--- src/rtl/gpcd_pkg.sv ---
// How it works
// - Each pin has a 2-bit field: 00 input, 01 output, 10 display on ports C and D, 11 alternate function or reserved.
// - Port C pin 4: code 10 alternate-line polarity, code 11 audio serial data in.
// - Port C code 10: pins 0-3 line end, pixel clock, line sync, frame sync; 5-7 panel.
// - Port C code 10: pins 8-15 carry pixel bits 0-7, ascending.
// - Port D code 10: pins 0-15 carry pixel bits 8-23, ascending.
// - Port D code 11: pin 15 SPI0 slave select, pin 14 SPI1 slave select.
// - Port D code 11: pins 10, 9, 8 carry SPI1 clock, master out, master in.
// - Port D code 11: pin 1 SPI1 clock, pin 0 SPI1 chip select; others reserved.
// - An input pin reads back its current level.
// - An output pin is driven with its data register bit.
// - A peripheral pin reads back an undefined value; here zero.
// - Pull-down bit 0 enables the pull-down, 1 disables it, on all 16 pins.
// - Port D registers sit at 0x56000030, 0x34, 0x38; 0x3c is reserved.
// - Port D resets to all inputs, pull-down register 0xf000.
// - Port E registers sit at 0x56000040, 0x44, 0x48; selection and pull-down reset zero.
// - All selection, data and pull-down registers are readable and writable.
// - Every port C and D pin supports both input and output mode.
// - An enabled pull-down acts whatever function the pin has.
// - Port C registers sit at 0x56000020, 0x24, 0x28; reset to zero.
package gpcd_pkg;

    // ==========================================================================
    // Register map
    localparam logic [31:0] ADDR_C_SEL = 32'h5600_0020;
    localparam logic [31:0] ADDR_C_LVL = 32'h5600_0024;
    localparam logic [31:0] ADDR_C_DN  = 32'h5600_0028;
    localparam logic [31:0] ADDR_C_RSV = 32'h5600_002c;
    localparam logic [31:0] ADDR_D_SEL = 32'h5600_0030;
    localparam logic [31:0] ADDR_D_LVL = 32'h5600_0034;
    localparam logic [31:0] ADDR_D_DN  = 32'h5600_0038;
    localparam logic [31:0] ADDR_D_RSV = 32'h5600_003c;
    localparam logic [31:0] ADDR_E_SEL = 32'h5600_0040;
    localparam logic [31:0] ADDR_E_LVL = 32'h5600_0044;
    localparam logic [31:0] ADDR_E_DN  = 32'h5600_0048;
    localparam logic [31:0] ADDR_E_RSV = 32'h5600_004c;

    // ==========================================================================
    // Ports, pins and field codes
    localparam int          NPORT       = 3;
    localparam int          NPIN        = 16;
    localparam int          PORT_C      = 0;
    localparam int          PORT_D      = 1;
    localparam int          PORT_E      = 2;
    localparam logic [1:0]  MODE_IN     = 2'h0;
    localparam logic [1:0]  MODE_OUT    = 2'h1;
    localparam logic [1:0]  MODE_FUNC   = 2'h2;
    localparam logic [1:0]  MODE_ALT    = 2'h3;
    localparam int          C_PIN_AUDIO = 4;
    localparam int          D_PIN_SS0   = 15;
    localparam int          D_PIN_SS1   = 14;
    localparam int          D_PIN_CLK   = 10;
    localparam int          D_PIN_MOSI  = 9;
    localparam int          D_PIN_MISO  = 8;
    localparam int          D_PIN_CLK2  = 1;

    // ==========================================================================
    // Reset values, indexed by port (C lowest)
    localparam logic [31:0]             SEL_RST = 32'h0000_0000;
    localparam logic [15:0]             LVL_RST = 16'h0000;
    localparam logic [2:0][15:0]        DN_RST  = {16'h0000, 16'hf000, 16'h0000};

    // ==========================================================================
    // Bus answers
    localparam logic [1:0]  RESP_OKAY   = 2'h0;
    localparam logic [1:0]  RESP_SLVERR = 2'h2;

    typedef enum {REG_SEL, REG_LVL, REG_DN, REG_RSV, REG_NONE} gpcd_reg_t;

endpackage : gpcd_pkg

--- src/rtl/gpcd_gpio.sv ---
// Design decision made here: register access over AXI4-Lite.
`timescale 1ns/10ps
module gpcd_gpio import gpcd_pkg::*; (
    // Clock and reset
    input  wire logic        aclk,
    input  wire logic        aresetn,
    // AXI4-Lite write address and data
    input  wire logic [31:0] awaddr,
    input  wire logic [2:0]  awprot,
    input  wire logic        awvalid,
    output logic             awready,
    input  wire logic [31:0] wdata,
    input  wire logic [3:0]  wstrb,
    input  wire logic        wvalid,
    output logic             wready,
    // AXI4-Lite write response
    output logic [1:0]       bresp,
    output logic             bvalid,
    input  wire logic        bready,
    // AXI4-Lite read
    input  wire logic [31:0] araddr,
    input  wire logic [2:0]  arprot,
    input  wire logic        arvalid,
    output logic             arready,
    output logic [31:0]      rdata,
    output logic [1:0]       rresp,
    output logic             rvalid,
    input  wire logic        rready,
    // Port C pads
    input  wire logic [15:0] c_pin_in,
    output logic [15:0]      c_pin_out,
    output logic [15:0]      c_pin_oe,
    output logic [15:0]      c_pulldown_en,
    // Port D pads
    input  wire logic [15:0] d_pin_in,
    output logic [15:0]      d_pin_out,
    output logic [15:0]      d_pin_oe,
    output logic [15:0]      d_pulldown_en,
    // Port E pads
    input  wire logic [15:0] e_pin_in,
    output logic [15:0]      e_pin_out,
    output logic [15:0]      e_pin_oe,
    output logic [15:0]      e_pulldown_en,
    // Display controller signals
    input  wire logic [23:0] lcd_pixel_bus,
    input  wire logic        line_end_pulse,
    input  wire logic        lcd_pixel_clock,
    input  wire logic        lcd_line_sync,
    input  wire logic        lcd_frame_sync,
    input  wire logic        lcd_alt_polarity,
    input  wire logic        panel_output_enable,
    input  wire logic        panel_reverse,
    input  wire logic        panel_reverse_inverted,
    // Audio serial and SPI signals
    output logic             audio_serial_data_in,
    output logic             spi0_slave_select_n,
    output logic             spi1_slave_select_n,
    input  wire logic        spi1_serial_clock_out,
    input  wire logic        spi1_serial_clock_oe,
    output logic             spi1_serial_clock_in,
    input  wire logic        spi1_master_out,
    input  wire logic        spi1_master_out_oe,
    output logic             spi1_master_out_in,
    input  wire logic        spi1_master_in_out,
    input  wire logic        spi1_master_in_oe,
    output logic             spi1_master_in,
    input  wire logic        spi1_chip_select_n
);

    // ==========================================================================
    // Address decode
    // Word address only; byte offset bits are ignored as the bus permits.
    function automatic gpcd_reg_t reg_kind(input logic [31:0] a);
        logic [31:0] w;
        w = {a[31:2], 2'b00};
        if (w == ADDR_C_SEL || w == ADDR_D_SEL || w == ADDR_E_SEL) begin
            return REG_SEL;
        end else if (w == ADDR_C_LVL || w == ADDR_D_LVL || w == ADDR_E_LVL) begin
            return REG_LVL;
        end else if (w == ADDR_C_DN || w == ADDR_D_DN || w == ADDR_E_DN) begin
            return REG_DN;
        end else if (w == ADDR_C_RSV || w == ADDR_D_RSV || w == ADDR_E_RSV) begin
            return REG_RSV;
        end else begin
            return REG_NONE;
        end
    endfunction : reg_kind

    // Port index from the 16-byte block number; valid only when the kind hits.
    function automatic logic [1:0] port_of(input logic [31:0] a);
        logic [2:0] t;
        t = a[6:4] - 3'h2;
        return t[1:0];
    endfunction : port_of

    // Byte-lane merge of a write into a stored word.
    function automatic logic [31:0] merge(input logic [31:0] old, input logic [31:0] nw,
                                          input logic [3:0] be);
        logic [31:0] r;
        r = old;
        for (int b = 0; b < 4; b++) begin
            if (be[b]) begin
                r[8*b +: 8] = nw[8*b +: 8];
            end
        end
        return r;
    endfunction : merge

    // ==========================================================================
    // Storage
    logic [2:0][31:0] sel_r;
    logic [2:0][15:0] lvl_r, dn_r, pin_out_r, pin_oe_r, pin_in_a;
    logic [2:0][15:0] out_nxt, oe_nxt, lvl_rd, func_o, func_e, alt_o, alt_e;
    // Bus channel state.
    logic             aw_full_r, w_full_r, bvalid_r, rvalid_r, do_write;
    logic [31:0]      aw_addr_r, w_data_r, rdata_r;
    logic [3:0]       w_strb_r;
    logic [1:0]       bresp_r, rresp_r, wr_port, rd_port;
    gpcd_reg_t        wr_kind, rd_kind;

    // ==========================================================================
    // AXI4-Lite write path
    // Address and data are parked separately so either may arrive first.
    assign awready  = !aw_full_r && !bvalid_r;
    assign wready   = !w_full_r && !bvalid_r;
    assign do_write = aw_full_r && w_full_r && !bvalid_r;
    assign wr_kind  = reg_kind(aw_addr_r);
    assign wr_port  = port_of(aw_addr_r);
    assign bvalid   = bvalid_r;
    assign bresp    = bresp_r;

    // Write address holding register.
    always_ff @(posedge aclk) begin
        if (!aresetn) begin
            aw_full_r <= 1'b0;
            aw_addr_r <= 32'h0000_0000;
        end else if (awvalid && awready) begin
            aw_full_r <= 1'b1;
            aw_addr_r <= awaddr;
        end else if (do_write) begin
            aw_full_r <= 1'b0;
        end
    end

    // Write data holding register.
    always_ff @(posedge aclk) begin
        if (!aresetn) begin
            w_full_r <= 1'b0;
            w_data_r <= 32'h0000_0000;
            w_strb_r <= 4'h0;
        end else if (wvalid && wready) begin
            w_full_r <= 1'b1;
            w_data_r <= wdata;
            w_strb_r <= wstrb;
        end else if (do_write) begin
            w_full_r <= 1'b0;
        end
    end

    // Write response; an address outside the map answers with an error.
    always_ff @(posedge aclk) begin
        if (!aresetn) begin
            bvalid_r <= 1'b0;
            bresp_r  <= RESP_OKAY;
        end else if (do_write) begin
            bvalid_r <= 1'b1;
            bresp_r  <= (wr_kind == REG_NONE) ? RESP_SLVERR : RESP_OKAY;
        end else if (bready) begin
            bvalid_r <= 1'b0;
        end
    end

    // Register update; data bits are kept in every mode so a later switch
    // to output drives what software wrote earlier.
    always_ff @(posedge aclk) begin
        if (!aresetn) begin
            for (int p = 0; p < NPORT; p++) begin
                sel_r[p] <= SEL_RST;
                lvl_r[p] <= LVL_RST;
                dn_r[p]  <= DN_RST[p];
            end
        end else if (do_write) begin
            for (int p = 0; p < NPORT; p++) begin
                if (wr_port == 2'(p)) begin
                    if (wr_kind == REG_SEL) begin
                        sel_r[p] <= merge(sel_r[p], w_data_r, w_strb_r);
                    end else if (wr_kind == REG_LVL) begin
                        lvl_r[p] <= 16'(merge({16'h0, lvl_r[p]}, w_data_r, w_strb_r));
                    end else if (wr_kind == REG_DN) begin
                        dn_r[p] <= 16'(merge({16'h0, dn_r[p]}, w_data_r, w_strb_r));
                    end
                end
            end
        end
    end

    // ==========================================================================
    // AXI4-Lite read path
    // One read in flight; the answer comes one edge after the address.
    assign arready = !rvalid_r;
    assign rd_kind = reg_kind(araddr);
    assign rd_port = port_of(araddr);
    assign rvalid  = rvalid_r;
    assign rdata   = rdata_r;
    assign rresp   = rresp_r;

    always_ff @(posedge aclk) begin
        if (!aresetn) begin
            rvalid_r <= 1'b0;
            rdata_r  <= 32'h0000_0000;
            rresp_r  <= RESP_OKAY;
        end else if (arvalid && arready) begin
            rvalid_r <= 1'b1;
            rresp_r  <= (rd_kind == REG_NONE) ? RESP_SLVERR : RESP_OKAY;
            if (rd_kind == REG_SEL) begin
                rdata_r <= sel_r[rd_port];
            end else if (rd_kind == REG_LVL) begin
                rdata_r <= {16'h0000, lvl_rd[rd_port]};
            end else if (rd_kind == REG_DN) begin
                rdata_r <= {16'h0000, dn_r[rd_port]};
            end else begin
                rdata_r <= 32'h0000_0000;
            end
        end else if (rready) begin
            rvalid_r <= 1'b0;
        end
    end

    // ==========================================================================
    // Peripheral routing tables
    // Code 10 sources: display signals on C and D; port E functions live elsewhere.
    assign func_o[PORT_C] = {lcd_pixel_bus[7:0], panel_reverse_inverted, panel_reverse,
                             panel_output_enable, lcd_alt_polarity, lcd_frame_sync,
                             lcd_line_sync, lcd_pixel_clock, line_end_pulse};
    assign func_e[PORT_C] = 16'hffff;
    assign func_o[PORT_D] = lcd_pixel_bus[23:8];
    assign func_e[PORT_D] = 16'hffff;
    assign func_o[PORT_E] = 16'h0000;
    assign func_e[PORT_E] = 16'h0000;

    // Code 11 drivers; reserved codes and input-only alternates never drive.
    assign alt_o[PORT_C] = 16'h0000;
    assign alt_e[PORT_C] = 16'h0000;
    assign alt_o[PORT_D] = {5'h00, spi1_serial_clock_out, spi1_master_out, spi1_master_in_out,
                            6'h00, spi1_serial_clock_out, spi1_chip_select_n};
    assign alt_e[PORT_D] = {5'h00, spi1_serial_clock_oe, spi1_master_out_oe, spi1_master_in_oe,
                            6'h00, spi1_serial_clock_oe, 1'b1};
    assign alt_o[PORT_E] = 16'h0000;
    assign alt_e[PORT_E] = 16'h0000;

    assign pin_in_a = {e_pin_in, d_pin_in, c_pin_in};

    // ==========================================================================
    // Per-pin mode multiplexer
    for (genvar p = 0; p < NPORT; p++) begin : g_port
        for (genvar n = 0; n < NPIN; n++) begin : g_pin
            logic [1:0] mode;
            assign mode = sel_r[p][2*n +: 2];
            // Output value and enable for the selected function.
            assign out_nxt[p][n] = (mode == MODE_OUT)  ? lvl_r[p][n] :
                                   (mode == MODE_FUNC) ? func_o[p][n] :
                                   (mode == MODE_ALT)  ? alt_o[p][n] : 1'b0;
            assign oe_nxt[p][n]  = (mode == MODE_OUT)  ? 1'b1 :
                                   (mode == MODE_FUNC) ? func_e[p][n] :
                                   (mode == MODE_ALT)  ? alt_e[p][n] : 1'b0;
            // Read-back: pin level for inputs, stored bit for outputs, zero otherwise.
            assign lvl_rd[p][n]  = (mode == MODE_IN)  ? pin_in_a[p][n] :
                                   (mode == MODE_OUT) ? lvl_r[p][n] : 1'b0;
        end
    end

    // Pads are registered so every pin output comes from a flip-flop; this
    // costs one cycle of latency on routed display and SPI signals.
    always_ff @(posedge aclk) begin
        if (!aresetn) begin
            pin_out_r <= '0;
            pin_oe_r  <= '0;
        end else begin
            pin_out_r <= out_nxt;
            pin_oe_r  <= oe_nxt;
        end
    end

    assign c_pin_out = pin_out_r[PORT_C];
    assign c_pin_oe  = pin_oe_r[PORT_C];
    assign d_pin_out = pin_out_r[PORT_D];
    assign d_pin_oe  = pin_oe_r[PORT_D];
    assign e_pin_out = pin_out_r[PORT_E];
    assign e_pin_oe  = pin_oe_r[PORT_E];

    // Pull-downs follow only their own register, whatever the pin mode.
    assign c_pulldown_en = ~dn_r[PORT_C];
    assign d_pulldown_en = ~dn_r[PORT_D];
    assign e_pulldown_en = ~dn_r[PORT_E];

    // ==========================================================================
    // Pin levels fed to peripherals
    // Unselected inputs sit at their idle level so a peripheral sees no edges.
    always_ff @(posedge aclk) begin
        if (!aresetn) begin
            audio_serial_data_in <= 1'b0;
            spi0_slave_select_n  <= 1'b1;
            spi1_slave_select_n  <= 1'b1;
            spi1_serial_clock_in <= 1'b0;
            spi1_master_out_in   <= 1'b0;
            spi1_master_in       <= 1'b0;
        end else begin
            audio_serial_data_in <= (sel_r[PORT_C][2*C_PIN_AUDIO +: 2] == MODE_ALT)
                                    && c_pin_in[C_PIN_AUDIO];
            spi0_slave_select_n  <= (sel_r[PORT_D][2*D_PIN_SS0 +: 2] == MODE_ALT)
                                    ? d_pin_in[D_PIN_SS0] : 1'b1;
            spi1_slave_select_n  <= (sel_r[PORT_D][2*D_PIN_SS1 +: 2] == MODE_ALT)
                                    ? d_pin_in[D_PIN_SS1] : 1'b1;
            if (sel_r[PORT_D][2*D_PIN_CLK +: 2] == MODE_ALT) begin
                spi1_serial_clock_in <= d_pin_in[D_PIN_CLK];
            end else if (sel_r[PORT_D][2*D_PIN_CLK2 +: 2] == MODE_ALT) begin
                spi1_serial_clock_in <= d_pin_in[D_PIN_CLK2];
            end else begin
                spi1_serial_clock_in <= 1'b0;
            end
            spi1_master_out_in   <= (sel_r[PORT_D][2*D_PIN_MOSI +: 2] == MODE_ALT)
                                    && d_pin_in[D_PIN_MOSI];
            spi1_master_in       <= (sel_r[PORT_D][2*D_PIN_MISO +: 2] == MODE_ALT)
                                    && d_pin_in[D_PIN_MISO];
        end
    end
endmodule : gpcd_gpio

--- config.mk ---
export PLATFORM = sky130hd
export DESIGN_NAME = gpcd_gpio
export DESIGN_NICKNAME = d
export VERILOG_FILES = /design/src/rtl/gpcd_pkg.sv /design/src/rtl/gpcd_gpio.sv
export SDC_FILE = /design/constraint.sdc
export NUM_CORES = 1
export LEC_CHECK = 0
export BUFFER_PORTS_ARGS = -buffer_cell sky130_fd_sc_hd__buf_4
export CAP_MARGIN = 20
export CORE_UTILIZATION = 50
export DETAILED_ROUTE_END_ITERATION = 8
export HOLD_SLACK_MARGIN = 0.03
export PLACE_DENSITY_LB_ADDON = 0.05
export SKIP_LAST_GASP = 1
export SLEW_MARGIN = 20
export SYNTH_ARGS = -nofsm -noshare
export SYNTH_HDL_FRONTEND = slang
export SYNTH_SLANG_ARGS = --single-unit
--- constraint.sdc ---
create_clock -name aclk -period 2.3 [get_ports aclk]
set_input_delay 0.115 -clock aclk [delete_from_list [all_inputs] [get_ports aclk]]
set_output_delay 0.115 -clock aclk [all_outputs]
set_load 0.005 [all_outputs]
# Word-level counts from Yosys, hierarchy flattened
# Index checks and enable logic that the tools add are counted.
[totals]
register_bits = 402
latchBits = 0
ramBits = 0
rom_bits = 0
in_bits = 200
wordCells = 563
n_memories = 0
[classes]
addsub = 2
multipliers = 0
div = 0
n_lt_le_gt_ge = 1
n_eq_ne = 120
shift = 0
mux = 278
n_bitwise = 5
n_reduce_logical = 111
[op_table]
columns = ["cell", "count"]
rows = [
  ["== test 30 x 29 -> 1 bit (second input constant)", 24],
  ["two-way mux 1 bit", 259],
  ["two-way mux 32 bit", 5],
  ["== test 2 x 1 -> 1 bit (second input constant)", 49],
  ["zero test 2 bit", 49],
  ["== test 2 bit (second input constant)", 41],
  ["binary-select mux 16 bit (select 2 bit)", 2],
  ["binary-select mux 32 bit (select 2 bit)", 1],
  ["== test 32 x 2 -> 1 bit (second input constant)", 2],
  ["== test 32 x 3 -> 1 bit (second input constant)", 2],
  ["== test 32 x 4 -> 1 bit (second input constant)", 2],
  ["zero test 32 bit", 2],
  ["two-way mux 16 bit", 4],
  ["inverter 16 bit", 3],
  ["AND reduction 4 bit", 12],
  ["AND reduction 6 bit", 6],
  ["AND reduction 5 bit", 6],
  ["logical OR 1 bit", 16],
  ["two-way mux 3 bit", 5],
  ["logical AND 1 bit", 10],
  ["nonzero test 2 bit", 4],
  ["zero test 1 bit", 4],
  ["two-way mux 2 bit", 2],
  ["AND reduction 2 bit", 2],
  ["3 further kinds", 5],
]

# Logic depth before layout (Yosys ltp)
[logic_depth]
depth_word = 11
ltp_mapped = 8

# Worst setup path after synthesis
# OpenSTA, ideal clock, no wires.
[synth_timing]
path_type = "reg-to-reg"
startpoint = "reg bvalid_r (netlist: bvalid)"
endpoint = "reg dn_r[32] in the netlist's numbering"
setup_time_ns = 0.116
arrival_time_ns = 2.008
required_time_ns = 2.184
path_slack_ns = 0.176
path_stages_with_launch = 7
synth_period_minus_slack_ns = 2.124
cell_sequence = "dfxtp_1 and3b_1 nand3_2 buf_4 nor4_4 mux2i_1 nor2b_1"
[synth_via]
elab_chain_cells = 3
[synth_rtl]
columns = ["element", "line_no", "rtl"]
rows = [
  ["start, declared", "gpcd_gpio.sv:115", "logic aw_full_r, w_full_r, bvalid_r, rvalid_r, do_write;"],
  ["start signal, assigned", "gpcd_gpio.sv:163", "bvalid_r <= 1'b0;"],
  ["start signal, assigned", "gpcd_gpio.sv:166", "bvalid_r <= 1'b1;"],
  ["start signal, assigned", "gpcd_gpio.sv:169", "bvalid_r <= 1'b0;"],
  ["zero test 1 bit", "gpcd_gpio.sv:126", "assign do_write = aw_full_r && w_full_r && !bvalid_r;"],
  ["logical AND 1 bit", "gpcd_gpio.sv:126", ""],
  ["AND reduction 6 bit (no line)", "--", ""],
  ["end signal, assigned by index", "gpcd_gpio.sv:180", "dn_r[p] <= DN_RST[p];"],
  ["end signal, assigned by index", "gpcd_gpio.sv:190", "dn_r[p] <= 16'(merge({16'h0, dn_r[p]}, w_data_r, w_strb_r));"],
  ["end, declared", "gpcd_gpio.sv:112", "logic [2:0][15:0] lvl_r, dn_r, pin_out_r, pin_oe_r, pin_in_a;"],
]
# No other way between the ends.
# A chain may end at the register's enable or synchronous reset.

# Final worst setup path
[layout_timing]
startpoint = "reg aw_addr_r[21]"
endpoint = "reg lvl_r[42] in the netlist's numbering"
[layout_via]
elab_chain_cells = 10
[layout_rtl]
columns = ["element", "line_no", "rtl"]
rows = [
  ["start, declared", "gpcd_gpio.sv:116", "logic [31:0] aw_addr_r, w_data_r, rdata_r;"],
  ["start signal, assigned", "gpcd_gpio.sv:139", "aw_addr_r <= awaddr;"],
  ["== test 30 x 29 -> 1 bit", "gpcd_gpio.sv:82", "end else if (w == ADDR_C_RSV || w == ADDR_D_RSV || w == ADDR_E_RSV) begin"],
  ["logical OR 1 bit (2 in series)", "gpcd_gpio.sv:82", ""],
  ["two-way mux 3 bit", "gpcd_gpio.sv:82", ""],
  ["two-way mux 32 bit", "gpcd_gpio.sv:80", "end else if (w == ADDR_C_DN || w == ADDR_D_DN || w == ADDR_E_DN) begin"],
  ["two-way mux 32 bit", "gpcd_gpio.sv:78", "end else if (w == ADDR_C_LVL || w == ADDR_D_LVL || w == ADDR_E_LVL) begin"],
  ["two-way mux 32 bit *", "gpcd_gpio.sv:76", "if (w == ADDR_C_SEL || w == ADDR_D_SEL || w == ADDR_E_SEL) begin"],
  ["zero test 32 bit", "gpcd_gpio.sv:185", "if (wr_kind == REG_SEL) begin"],
  ["inverter 1 bit (no line)", "--", ""],
  ["AND reduction 5 bit (no line) *", "--", ""],
  ["end signal, assigned by index", "gpcd_gpio.sv:188", "lvl_r[p] <= 16'(merge({16'h0, lvl_r[p]}, w_data_r, w_strb_r));"],
  ["end, declared", "gpcd_gpio.sv:112", ""],
]
# Mark *: on every way between the ends. The rest lies on a longest branch, timed or not.

==> impl_metrics.json <==
{
  "timing.critical_path.cells": "nor4b_2, o211a_2, and4_1, buf_4, mux2i_1, nor2b_1",
  "drt-initial-drc-count": 881,
  "critical_path_arrival_ns": 2.57,
  "die-area_mm2": 0.0374,
  "syn_area_mm2": 0.0183,
  "final-hold-violation-count": 0,
  "fin_cells": 2914,
  "async_flop_share_pct": 0,
  "timing.final.max_slew_violations": 0,
  "antenna_violating_nets_post_route": 0,
  "synth_cell_type_count": 50,
  "boundaryPins": 391,
  "run_status": "complete, but fails checks",
  "clock_period_minus_worst_slack_ns": 2.13,
  "post-dp-hpwl_um": 39900,
  "sw_frac_of_total_pct": 23.1,
  "largest_stage_delay_on_the_critical_path_ns": 0.52,
  "setup_viol": 0,
  "clkPwrFrac_pct": 45.1,
  "grt_max_degree": 139,
  "tritoncts.num_buffers": 43,
  "chipHeight_um": 193,
  "timing.critical_path.required_ns": 2.75,
  "power.total_w": 0.0152,
  "numPlacedInstances": 2716,
  "p_sw_w": 0.00351,
  "die_width_um": 193,
  "synth.largest_area_cell": "dfxtp_1",
  "crit_path_end_kind": "flip-flop",
  "post_route_cells_drive_above_1_share_pct": 21.7,
  "clock_skew_ns": 0.0204,
  "crit_path_kind": "flip-flop to flip-flop",
  "synth_flop_cell": "dfxtp_1",
  "yosysMostFrequentCell": "dfxtp_1",
  "syn_avg_cell_area_um2": 9.45,
  "rows": 69,
  "core-area_mm2": 0.0358,
  "cap_violations": 0,
  "num_vias": 15321,
  "synth-seq-cells": 398,
  "total_detailed_routing_wirelength_um": 57100,
  "layout_worst_path_cycle_share_pct": 92.6,
  "total_leakage_power_nw": 10.1,
  "drt_pass1_iterations": 9,
  "violated_checks": "design-rule violations",
  "grt.total_usage_pct": 30.1,
  "power_report.internal_total_w": 0.0117,
  "antenna_found_initial": 0,
  "gp_routability_congestion": 0.902,
  "synthToLayoutAreaGrowth_pct": 33.2,
  "synth_enable_flop_cells": 0,
  "cts_root_buf": "clkbuf_16",
  "rsz0062_at_grt": "false",
  "cp_top_family": "simple AND/OR/NAND/NOR gates",
  "power.ir.vdd_worst_uv": 544,
  "worstPathMaxFanout": 10,
  "combinational_cell_fraction_of_total_power_pct": 8.0,
  "yosysSeqAreaShare_pct": 43.5,
  "vias_in_the_first_global_route": 15510,
  "drt-wirelength-per-cell_um": 19.6,
  "clock_insertion_delay_worst_skew_ns": 0.57,
  "start_util_pct": 51.1,
  "cts_tree": "yes",
  "post_placement_cell_area_mm2": 0.0217,
  "achievable-frequency_mhz": 470,
  "global_route_wire_length_before_repair_um": 87600,
  "relSlewSlack_pct": 34.6,
  "timing.hold.worst.class": "input port to flip-flop",
  "drcViolationCount": 24,
  "commonest_cells_in_the_synthesized_netlist": "dfxtp_1, nand2_1, mux2i_1",
  "cts_sinks": 398,
  "cell_area_power_density_mw_per_mm2": 623,
  "synthCells": 1937,
  "slowest_stage": "nor4b_2",
  "htree_num_levels": 2,
  "design_area_mm2": 0.0244,
  "antenna-diode-count": 0,
  "nets_finish": 2710,
  "clkSlewWorstSetupHoldPaths_ns": 0.06,
  "critPathBufInv": 1,
  "relative_contribution_of_sequential_cells_to_total_power_pct": 46.9,
  "tightest_slew_ns": 0.979,
  "post-synth-top-area-fraction_pct": 43.5,
  "synth_area_leaders": "dfxtp_1, mux2i_1, nor2b_1, ha_1, nand2_1",
  "port-buffer-count": 378,
  "cp_launch_type": "flip-flop",
  "detail_route.vias_per_cell": 5.26,
  "yosys_warnings": 0,
  "globalRouteOverflowTotal": 0,
  "clk_path_buf_depth": 3
}
==> state kept, by name, indices dropped and copies added (netlist names), 4 cells and up <==
name,cells
d_pin_oe,16
rdata,32
aw_addr_r,30
c_pin_out,16
w_strb_r,4
e_pin_out,16
w_data_r,32
g_port.g_pin.mode,96
dn_r,48
d_pin_out,16
lvl_r,48
c_pin_oe,16
e_pin_oe,16
==> power groups by stage <==
stage               Clock [W]  Combinational (W)  Sequential, W
finish                0.00686            0.00122        0.00713
global route          0.00725            0.00130        0.00714
CTS                   0.00697            0.00121        0.00713
detailed placement          0            0.00104        0.00728
global placement            0            0.00103        0.00728
floorplan                   0           0.000563        0.00718
==> layout make-up <==
type | count | area (um2)
clock buffer | 65 | 1300
clock inverter | 7 | 88.8
fill | 2870 | 11400
inverter | 108 | 405
multi-input combinational | 1314 | 9460
sequential | 398 | 7970
tap | 461 | 577
timing repair buffer | 561 | 4590
==> worst min-delay path, delay by kind of cell <==
family / cells / cell delay, ns
simple gates: 4 / 0.36
buf+inv: 1 / 0.08
==> per-layer routing <==
metal / global-route usage [%] / wire length (um) / up-vias
li1: - / - / 7473
met2: 50.3 / 26500 / 490
met5: 0 / 0 / -
met1: 38.5 / 24900 / 7240
met4: 13.1 / 2260 / 0
met3: 4.88 / 3400 / 118
==> cell families (layout without fill, tap and decap cells) <==
group	after synthesis	count (layout)	synth area share (%)
and+or+nand+nor	687	687	21.2
DFF	398	398	43.5
AOI/OAI and AO/OA	274	274	9.94
muxes	267	267	14.6
buffers and inverters	226	741	4.91
adders and majority gates	84	84	5.74
other	1	2	0.0205
==> cell usage in the layout, fill, tap and decap left out, types with 6 or more instances in the layout <==
master         synthesis  routed
nor3_1                 6       6
o21a_1                13      13
a21oi_1               42      42
nor2b_1              197     196
inv_1                108     108
o211ai_1              11      11
dfxtp_1              398     398
o221ai_1              17      17
and2_1                65      65
ha_1                  84      84
dlygate4sd3_1          0     125
and3b_1               18      18
nand4_1               11      11
clkbuf_8               0      10
clkbuf_1              88      10
clkbuf_16              0      45
nand2_1              278     278
o21ai_0               69      69
mux2i_1              262     262
o31ai_1               27      27
nand3b_1              18      18
a21boi_0              81      81
nor2_1                44      44
buf_4                  5     430
nor4_4                17      17
==> through the flow <==
stage	utilization [%]	hold slack, ns	worst slack [ns]	setup TNS [ns]
2_1_floorplan	-	0.221	0.176	0
5_1_grt	68.1	0.0540	0.0382	0
6_report	68.1	0.0356	0.170	0
3_3_place_gp	60.6	0.320	0.0608	0
4_1_cts	68.1	0.0365	0.157	0
3_5_place_dp	60.6	0.320	-0.0173	-0.0602
==> final timing paths <==
kind / startpoint / slack (ns) / cells after the start / end
max: aw_addr_r[21] / 0.17 / 6 / lvl_r[42]
min: araddr[24] / 0.04 / 5 / rresp[1]
max reg2reg: aw_addr_r[21] / 0.17 / 6 / lvl_r[42]
min reg2reg: rdata[15] / 0.46 / 2 / rdata[15]
==> repair_timing <==
item                       CTS  global route
hold buffers               125             0
setup endpoints to repair   37             1
resized for setup            0             2
buffers inserted             1             0
hold endpoints to repair   131             0
pin swaps                    1             0
(Power assumes the default switching activity.)
